File: config.mk
export PLATFORM = sky130hd
export DESIGN_NAME = dram_host
export DESIGN_NICKNAME = d
export VERILOG_FILES = /design/src/rtl/dram_host_pkg.sv /design/src/rtl/dram_host.sv /design/src/rtl/cycle_timer.sv
export VERILOG_INCLUDE_DIRS = /design/src /design/src/rtl
export SDC_FILE = /design/constraint.sdc
export NUM_CORES = 1
export LEC_CHECK = 0
export ABC_AREA = 0
export BUFFER_PORTS_ARGS = -buffer_cell sky130_fd_sc_hd__buf_4
export CAP_MARGIN = 40
export CORE_MARGIN = 2
export CORE_UTILIZATION = 50
export DETAILED_ROUTE_END_ITERATION = 8
export HOLD_SLACK_MARGIN = 0.12
export PLACE_DENSITY_LB_ADDON = 0.3
export SYNTH_ARGS = -nofsm -noshare
export SYNTH_HDL_FRONTEND = slang
export SYNTH_SLANG_ARGS = --single-unit
File: constraint.sdc
create_clock -name clk -period 3.8 [get_ports clk]
set_clock_uncertainty 0.2 [all_clocks]
set_input_delay 0 -clock clk [delete_from_list [all_inputs] [get_ports clk]]
set_output_delay 0 -clock clk [all_outputs]
set_load 0.02 [all_outputs]
File: src/rtl/dram_host_params.svh
/*
 * Timing constants and pin widths for the page mode DRAM host controller.
 * Assumes a 250 MHz clock (4 ns period); counts derive from ns figures.
 */
`ifndef DRAM_HOST_PARAMS_SVH
`define DRAM_HOST_PARAMS_SVH

`define CLK_PERIOD_PS 4000
`define ADDR_PINS 9
`define DATA_PINS 4
`define REFRESH_ROWS 512
`define INIT_REFRESHES 8

// Times in their own units, as printed
`define REFRESH_PERIOD_MS 64
`define POWERUP_PAUSE_US 200
`define ROW_STROBE_LOW_NS 70
`define ROW_PRECHARGE_NS 60
`define ROW_ADDR_HOLD_NS 10
`define ROW_TO_COL_DELAY_NS 20
`define COL_STROBE_LOW_NS 20
`define ACCESS_FROM_ROW_NS 70
`define CBR_COL_PRECHARGE_NS 20
`define CBR_COL_HOLD_NS 10
`define DATA_HOLD_NS 10

// Least times round up, longest times round down
`define CYC_UP(ns) (((ns) * 1000 + `CLK_PERIOD_PS - 1) / `CLK_PERIOD_PS)
`define CYC_ROW_LOW `CYC_UP(`ROW_STROBE_LOW_NS)
`define CYC_ROW_PRE `CYC_UP(`ROW_PRECHARGE_NS)
`define CYC_ROW_HOLD `CYC_UP(`ROW_ADDR_HOLD_NS)
`define CYC_RCD `CYC_UP(`ROW_TO_COL_DELAY_NS)
`define CYC_COL_LOW `CYC_UP(`COL_STROBE_LOW_NS)
`define CYC_RAC `CYC_UP(`ACCESS_FROM_ROW_NS)
`define CYC_CBR_PRE `CYC_UP(`CBR_COL_PRECHARGE_NS)
`define CYC_CBR_HOLD `CYC_UP(`CBR_COL_HOLD_NS)
`define CYC_DATA_HOLD `CYC_UP(`DATA_HOLD_NS)
// Worked in ns so the products stay inside 32 bits
`define CYC_REFRESH_INTERVAL \
	(((`REFRESH_PERIOD_MS * 1000000) / (`CLK_PERIOD_PS / 1000)) / `REFRESH_ROWS)
`define CYC_POWERUP (((`POWERUP_PAUSE_US * 1000000) + `CLK_PERIOD_PS - 1) / `CLK_PERIOD_PS)

`endif

File: src/rtl/dram_host_pkg.sv
/*
 * Types shared by the DRAM host controller files.
 * Assumes dram_host_params.svh supplies all numbers.
 */
package dram_host_pkg;
	typedef enum logic [3:0] {
		ST_POWERUP,
		ST_IDLE,
		ST_ROW,
		ST_RCD,
		ST_COL,
		ST_PRE,
		ST_CBR_SETUP,
		ST_CBR_ROW,
		ST_CBR_END
	} host_state_t;
	typedef logic [3:0] nibble_t;
endpackage

File: src/rtl/dram_host.sv
/*
 * Host controller for a 256K x 4 multiplexed-address dynamic RAM.
 * Assumes the DRAM pins are wired straight to the ports; the data pins
 * are resolved by the testbench from data_oe_n.
 */
// Summary of operation
// RULE1 - Row address then column address driven on the shared address pins.
// RULE2 - Address held stable before and across each strobe fall.
// RULE3 - Device latches are transparent; column address follows row hold time.
// RULE4 - Write enable low selects a write, high selects a read.
// RULE5 - Device ignores data pins during read cycles.
// RULE6 - Write data latched on later fall of write enable or column strobe.
// RULE7 - Early write: write enable falls before column strobe.
// RULE8 - Delayed write: write enable falls after column strobe.
// RULE9 - Device output stays high impedance until column strobe falls.
// RULE10 - Read data valid within row, column, address or enable access time.
// RULE11 - Read data held until column strobe or output enable rises.
// RULE12 - Early write keeps device outputs high impedance all cycle.
// RULE13 - All 512 rows refreshed within every 64 ms.
// RULE14 - Column strobe falls at least 20 ns after row strobe.
// RULE15 - Column strobe precharged 20 ns before column-before-row refresh.
// RULE16 - Read data ready 70 ns after row strobe fall.
// RULE17 - Row-only refresh keeps column strobe high throughout.
// RULE18 - Column-before-row refresh uses the device's internal row counter.
// RULE19 - After power-up wait 200 us, then eight refreshes before access.
// RULE20 - Refreshes spread evenly; accesses wait while a refresh runs.
`timescale 1ns/10ps
`include "dram_host_params.svh"
module dram_host #(
	parameter int POWERUP_CYCLES = `CYC_POWERUP,
	parameter int REFRESH_INTERVAL = `CYC_REFRESH_INTERVAL
) (
	input wire logic clk, // 250 MHz clock
	input wire logic rst, // Synchronous reset, active high
	input wire logic ce, // Clock enable, freezes all state when low
	input wire logic req_valid, // Access request
	output logic req_ready, // Request taken this cycle
	input wire logic req_write, // 1 write, 0 read
	input wire logic [17:0] req_addr, // Row in [17:9], column in [8:0]
	input wire dram_host_pkg::nibble_t req_wdata, // Write data
	output dram_host_pkg::nibble_t rd_data, // Read data
	output logic rd_valid, // One-cycle pulse with rd_data
	output logic init_done, // Power-up sequence finished
	output logic [`ADDR_PINS-1:0] mux_addr, // Multiplexed address pins
	output logic row_strobe_n, // Row strobe
	output logic col_strobe_n, // Column strobe
	output logic write_enable_n, // Write enable
	output logic output_enable_n, // Output enable
	input wire dram_host_pkg::nibble_t data_in, // Data pins, input side
	output dram_host_pkg::nibble_t data_out, // Data pins, output side
	output logic data_oe_n // Data pins drive enable, low drives
);
	import dram_host_pkg::*;

	localparam int TW = 24;

	host_state_t state_ff, nxt_state;
	logic [TW-1:0] ref_cnt_ff;
	logic ref_pend_ff;
	logic pu_loaded_ff;
	logic [3:0] init_cnt_ff;
	logic write_ff;
	logic [17:0] addr_ff;
	nibble_t wdata_ff;
	nibble_t din_s1_ff, din_s2_ff;
	logic t_load;
	logic [TW-1:0] t_count;
	logic t_done;

	cycle_timer #(.WIDTH(TW)) u_timer (
		.clk(clk),
		.rst(rst),
		.ce(ce),
		.load(t_load),
		.count(t_count),
		.done(t_done)
	);

	// ----------------------------------------
	// Decode
	// ----------------------------------------
	wire idle_now = (state_ff == ST_IDLE);
	wire do_refresh = idle_now && ref_pend_ff;
	// Refresh always wins over a waiting access
	assign req_ready = ce && idle_now && !ref_pend_ff && init_done; // RULE20
	wire take_req = req_ready && req_valid;
	wire ref_tick = (ref_cnt_ff == '0);
	// Power-up pause is loaded on the first enabled cycle after reset
	wire pu_kick = (state_ff == ST_POWERUP) && !pu_loaded_ff;
	wire [TW-1:0] pu_count = TW'(POWERUP_CYCLES);
	// Timer still reads zero in the cycle it is kicked
	wire t_expired = t_done && !pu_kick;

	// ----------------------------------------
	// Refresh scheduler
	// ----------------------------------------
	// One refresh per interval spreads all rows over the period
	always_ff @(posedge clk)
	begin
		if (rst)
			ref_cnt_ff <= '0;
		else if (ce)
			ref_cnt_ff <= ref_tick ? TW'(REFRESH_INTERVAL - 1) : ref_cnt_ff - 1'b1; // RULE13
	end

	always_ff @(posedge clk)
	begin
		if (rst)
			ref_pend_ff <= 1'b0;
		else if (ce && ref_tick && state_ff != ST_POWERUP)
			ref_pend_ff <= 1'b1; // RULE20
		else if (ce && do_refresh)
			ref_pend_ff <= 1'b0;
	end

	// Init needs eight refreshes; they are forced back to back
	always_ff @(posedge clk)
	begin
		if (rst)
			init_cnt_ff <= 4'h0;
		else if (ce && state_ff == ST_CBR_END && t_expired && !init_done)
			init_cnt_ff <= init_cnt_ff + 4'h1; // RULE19
	end
	assign init_done = (init_cnt_ff == 4'(`INIT_REFRESHES));

	// ----------------------------------------
	// Sequencer
	// ----------------------------------------
	always_comb
	begin
		nxt_state = state_ff;
		t_load = 1'b0;
		t_count = '0;
		case (state_ff)
			ST_POWERUP:
			begin
				t_load = pu_kick; // RULE19
				t_count = pu_count;
				if (t_expired)
					nxt_state = ST_IDLE; // RULE19
			end
			ST_IDLE:
				if (do_refresh || !init_done)
				begin
					nxt_state = ST_CBR_SETUP; // RULE15
					t_load = 1'b1;
					t_count = TW'(`CYC_CBR_PRE);
				end
				else if (take_req)
				begin
					nxt_state = ST_ROW;
					t_load = 1'b1;
					t_count = TW'(`CYC_ROW_HOLD);
				end
			ST_ROW:
				if (t_expired)
				begin
					nxt_state = ST_RCD;
					t_load = 1'b1;
					t_count = TW'(`CYC_RCD - `CYC_ROW_HOLD); // RULE14
				end
			ST_RCD:
				if (t_expired)
				begin
					nxt_state = ST_COL;
					t_load = 1'b1;
					t_count = TW'(`CYC_RAC - `CYC_RCD); // RULE16
				end
			ST_COL:
				if (t_expired)
				begin
					nxt_state = ST_PRE;
					t_load = 1'b1;
					t_count = TW'(`CYC_ROW_PRE);
				end
			ST_PRE:
				if (t_expired)
					nxt_state = ST_IDLE;
			ST_CBR_SETUP:
				if (t_expired)
				begin
					nxt_state = ST_CBR_ROW;
					t_load = 1'b1;
					t_count = TW'(`CYC_ROW_LOW);
				end
			ST_CBR_ROW:
				if (t_expired)
				begin
					nxt_state = ST_CBR_END;
					t_load = 1'b1;
					t_count = TW'(`CYC_ROW_PRE);
				end
			ST_CBR_END:
				if (t_expired)
					nxt_state = ST_IDLE;
			default:
				nxt_state = ST_IDLE;
		endcase
	end

	always_ff @(posedge clk)
	begin
		if (rst)
			state_ff <= ST_POWERUP;
		else if (ce)
			state_ff <= nxt_state;
	end

	always_ff @(posedge clk)
	begin
		if (rst)
			pu_loaded_ff <= 1'b0;
		else if (ce)
			pu_loaded_ff <= 1'b1;
	end

	// ----------------------------------------
	// Request capture
	// ----------------------------------------
	always_ff @(posedge clk)
	begin
		if (rst)
		begin
			write_ff <= 1'b0;
			addr_ff <= '0;
			wdata_ff <= 4'h0;
		end
		else if (ce && take_req)
		begin
			write_ff <= req_write;
			addr_ff <= req_addr;
			wdata_ff <= req_wdata;
		end
	end

	// ----------------------------------------
	// Pin drive
	// ----------------------------------------
	wire in_access = (state_ff == ST_ROW) || (state_ff == ST_RCD) || (state_ff == ST_COL);
	wire col_phase = (state_ff == ST_RCD) || (state_ff == ST_COL);
	wire cbr_col_low = (state_ff == ST_CBR_ROW);
	wire [`ADDR_PINS-1:0] addr_sel = col_phase ? addr_ff[8:0] : addr_ff[17:9]; // RULE1 RULE3
	// Row leaves with the take, a cycle ahead of the row strobe
	wire [`ADDR_PINS-1:0] addr_pick = take_req ? req_addr[17:9] : addr_sel; // RULE2

	always_ff @(posedge clk)
	begin
		if (rst)
		begin
			row_strobe_n <= 1'b1;
			col_strobe_n <= 1'b1;
			mux_addr <= '0;
			write_enable_n <= 1'b1;
			output_enable_n <= 1'b1;
			data_out <= 4'h0;
			data_oe_n <= 1'b1;
		end
		else if (ce)
		begin
			// Address registered one cycle ahead of the row strobe fall and three cycles ahead of the column strobe fall
			mux_addr <= addr_pick; // RULE2
			row_strobe_n <= !(in_access || cbr_col_low); // RULE18
			col_strobe_n <= !((state_ff == ST_COL) || (state_ff == ST_CBR_SETUP && t_expired)
				|| cbr_col_low); // RULE15 RULE18
			write_enable_n <= !(write_ff && in_access && state_ff != ST_ROW); // RULE4 RULE7 RULE8
			output_enable_n <= !(!write_ff && state_ff == ST_COL); // RULE5 RULE11
			data_out <= wdata_ff;
			data_oe_n <= !(write_ff && in_access); // RULE12 RULE17
		end
	end

	// Read data sampled through two flops just before strobes rise
	always_ff @(posedge clk)
	begin
		if (rst)
		begin
			din_s1_ff <= 4'h0;
			din_s2_ff <= 4'h0;
			rd_data <= 4'h0;
			rd_valid <= 1'b0;
		end
		else if (ce)
		begin
			din_s1_ff <= data_in;
			din_s2_ff <= din_s1_ff;
			rd_valid <= 1'b0;
			if (state_ff == ST_COL && t_expired && !write_ff)
			begin
				rd_data <= din_s2_ff; // RULE9 RULE10
				rd_valid <= 1'b1;
			end
		end
	end

endmodule

File: src/rtl/cycle_timer.sv
/*
 * Load-and-count-down timer used for every strobe interval.
 * Assumes a synchronous, active-high reset and a shared clock enable.
 */
`timescale 1ns/10ps
module cycle_timer #(
	parameter int WIDTH = 24
) (
	input wire logic clk, // Clock
	input wire logic rst, // Synchronous reset
	input wire logic ce, // Clock enable
	input wire logic load, // Load new count
	input wire logic [WIDTH-1:0] count, // Cycles to wait
	output logic done // Count has run out
);
	logic [WIDTH-1:0] cnt_ff;

	assign done = (cnt_ff == '0);

	always_ff @(posedge clk)
	begin
		if (rst)
			cnt_ff <= '0;
		else if (ce && load)
			cnt_ff <= count;
		else if (ce && !done)
			cnt_ff <= cnt_ff - 1'b1;
	end
endmodule

==> results by group <==
Status
  • Run status: finished, final reports clean

Worst hold path
  • Min-delay worst type: in2reg

Synth
  • Post-synth ARST share: 0
  • Synth unique cells: 61
  • Avg Synthesized Cell Area: 8.34 um^2
  • EDFF count, synth: 0
  • Syn Std Cell Area: approximately 5200 um^2
  • Synth Register Bits: between 100 and 150
  • Cells after Synth: 626
  • Synth warnings: 0
  • Syn nets: between 600 and 700
  • Ys flop type: dfxtp_1
  • Proportion of synthesized chip area in sequential cells: 0.430

Global routing
  • Number of global-route vias before repair: 4857
  • GR Util All Layers: 0.245
  • GRT Residual Overflow: 0
  • Initial antenna violation count: 0
  • Largest net degree at the start of global routing: 75
  • Global-route wire length before repair: 22500 um

CTS
  • CTS max path bufs: 2
  • Sink Count: roughly 110
  • Root Driver: clkbuf_8
  • CTS tree: built
  • # H-tree levels: 3
  • Worst skew pair latency: 0.39 ns
  • Cts repair resizes: 0
  • CTS Buf Count: 9
  • Worst-path clk slew: between 0.1 and 0.15 ns

Route
  • First-pass DRT Iterations: 5
  • DRT iter0 DRCs: between 500 and 600
  • Vias per cell: 5.65
  • # DRC: 0
  • Met3 WL: roughly 610 um
  • DR vias: approximately 5000
  • Met2 wire length: slightly below 7000 um
  • Total Wirelength: about 14000 um
  • Highest Signal Layer: met4
  • Metal1 wirelength: 5950 um
  • DR WL/cell: 15.4 um
  • Antenna-violating nets left: 0

Final layout
  • Most frequent cells in the layout: 112 x dfxtp_1, 95 x nand2_1, 73 x nor2_1
  • Commonest non-fill, non-tap cell in the layout: dfxtp_1
  • Nets: between 700 and 800
  • Fin util: 0.650
  • Antenna cells: 0
  • Layout area overhead: 27.4%
  • Final instance area: 6650 um^2
  • Share of cells above drive strength 1: 0.142
  • Filler cells: 820

Power
  • Lkg Pwr: between 2 and 3 nW
  • Maximum vdd drop: between 0.0003 and 0.0004 V
  • PD cells: 446 nW/um^2

Placed design
  • GP Congestion: between 0.8 and 0.9
  • Dpl hpwl: between 8000 and 9000 um
  • Placed inst area: between 5000 and 6000 um^2
  • DP Worst Slack: 0.790 ns
  • Port Buffers: between 50 and 60

STA
  • Maximum clock rate: slightly below 300 MHz
  • Slew Viols, Final: 0
  • Final Cycle Share: 0.888
  • RSZ-0062 raised after global routing: no
  • Final hold violations: 0
  • Final worst slack: about 0.43 ns
  • Final min period: between 3 and 4 ns
  • Final Setup Violations: 0
  • Final hold slack: ~0.25 ns
  • Worst slew margin: 0.474
  • Setup TNS Final: 0 ns
  • Least-Margin Pin Slew: between 0.7 and 0.8 ns

Floorplan
  • Die Ht: approximately 110 um
  • Std-Cell Core Area: a little over 10000 um^2
  • I/O pin total: 56
  • Starting Density: 0.510
  • Std-Cell Rows: 37
  • Die ar.: approximately 11000 um^2
  • Die X: between 100 and 150 um

Setup path
  • Crit. End Element: flip-flop
  • CP Launch Type: flip-flop
  • Arr. time, crit path: 3.52 ns
  • Largest fanout on the critical path: 24
  • Req. time, crit path: approximately 4 ns
  • Critical path class: reg2reg

Run
  • Max-Cap Viols: 0
==> final timing paths <==
path	from	to	slack, ns	cells past startpoint
max reg2reg	state_ff[0]	addr_ff[12]	0.43	7
max	state_ff[0]	addr_ff[12]	0.43	7
min	req_addr[15]	mux_addr[6]	0.25	4
min reg2reg	addr_ff[13]	addr_ff[13]	0.26	2
==> cell families after synthesis <==
kind of cell / after synthesis / synth area share
adders and majority gates: 6 / 0.0144
AOI/OAI and AO/OA: 119 / 0.145
xor gates and xnor gates: 36 / 0.0604
buffers and inverters: 51 / 0.0391
DFF: 112 / 0.430
muxes: 26 / 0.0523
and+or+nand+nor: 276 / 0.259
==> layer usage <==
| metal | global-route usage | vias to the layer above |
|---|---|---|
| li1 | - | 2436 |
| met1 | 0.311 | 2361 |
| met2 | 0.415 | 138 |
| met3 | 0.0349 | 22 |
| met4 | 0.108 | 0 |
| met5 | 0 | - |
==> stage by stage <==
step | power [mW] | cells
after floorplan | 2.01 | 626
after global placement | 2.17 | 790
after detailed placement | 2.21 | 791
after CTS | 2.96 | 877
after global routing | 3.13 | 877
final | 2.97 | 877
==> state kept, by name, summed over array words and instances (netlist names), 4 cells and up <==
register        flops
u_timer.cnt_ff     24
din_s2_ff           4
data_out            4
din_s1_ff           4
ref_cnt_ff         24
state_ff            4
init_cnt_ff         4
wdata_ff            4
addr_ff            18
mux_addr            9
rd_data             4
==> Yosys cell counts, drive strengths merged (2+ instances only) <==
| cell type | n | area share |
|---|---|---|
| nor4b | 4 | 0.0079 |
| nand2 | 95 | 0.068 |
| o21ai | 19 | 0.018 |
| nor4 | 17 | 0.023 |
| inv | 15 | 0.011 |
| mux2i | 16 | 0.031 |
| o211ai | 5 | 0.0072 |
| a211o | 3 | 0.0050 |
| a211oi | 13 | 0.019 |
| or4 | 13 | 0.020 |
| o31ai | 2 | 0.0029 |
| nor2 | 73 | 0.052 |
| buf | 10 | 0.0096 |
| xnor2 | 14 | 0.023 |
| o31a | 2 | 0.0034 |
| nor3 | 20 | 0.019 |
| a41oi | 2 | 0.0034 |
| nor2b | 4 | 0.0048 |
| mux2 | 10 | 0.022 |
| ha | 6 | 0.014 |
| a32o | 2 | 0.0038 |
| a311oi | 3 | 0.0062 |
| nor3b | 2 | 0.0029 |
| xor2 | 22 | 0.037 |
| dfxtp | 112 | 0.43 |
| a21o | 2 | 0.0029 |
| or2 | 3 | 0.0036 |
| o21a | 2 | 0.0029 |
| clkbuf | 26 | 0.019 |
| nand3 | 17 | 0.017 |
| a31oi | 13 | 0.016 |
| a21oi | 43 | 0.042 |
| nand3b | 4 | 0.0058 |
| or3 | 5 | 0.0060 |
| and3b | 2 | 0.0034 |
| nand4 | 8 | 0.0096 |
==> cell type report <==
class / instances / area, um^2 / area share
Timing Repair Buffer: 135 / 1200 / 0.180
Tap cell: 136 / 170 / 0.0256
Clock buffer: 9 / 124 / 0.0186
Sequential cell: 112 / 2240 / 0.337
Inverter: 15 / 56.3 / 0.00847
Multi-Input combinational cell: 463 / 2790 / 0.419
Clock inverter: 7 / 76.3 / 0.0115
==> timing repair <==
action	CTS	global route
hold endpoints to repair	76	0
setup buffers	0	0
hold buffers	70	0
==> report_power, final <==
group          internal, mW  switching [mW]
Clock                 0.312           0.430
Sequential             1.29           0.120
Combinational         0.342           0.471
==> worst max-delay path, cell delays in order, from the launching register on <==
cell and delay (ns):
dfxtp_1 0.72, nand3b_1 0.32, nor4_2 0.33, buf_4 0.35, nand2_1 0.12, dlygate4sd3_1 0.57
a21oi_1 0.15, dlygate4sd3_1 0.56
No activity file was read; power rests on OpenSTA's default activity.
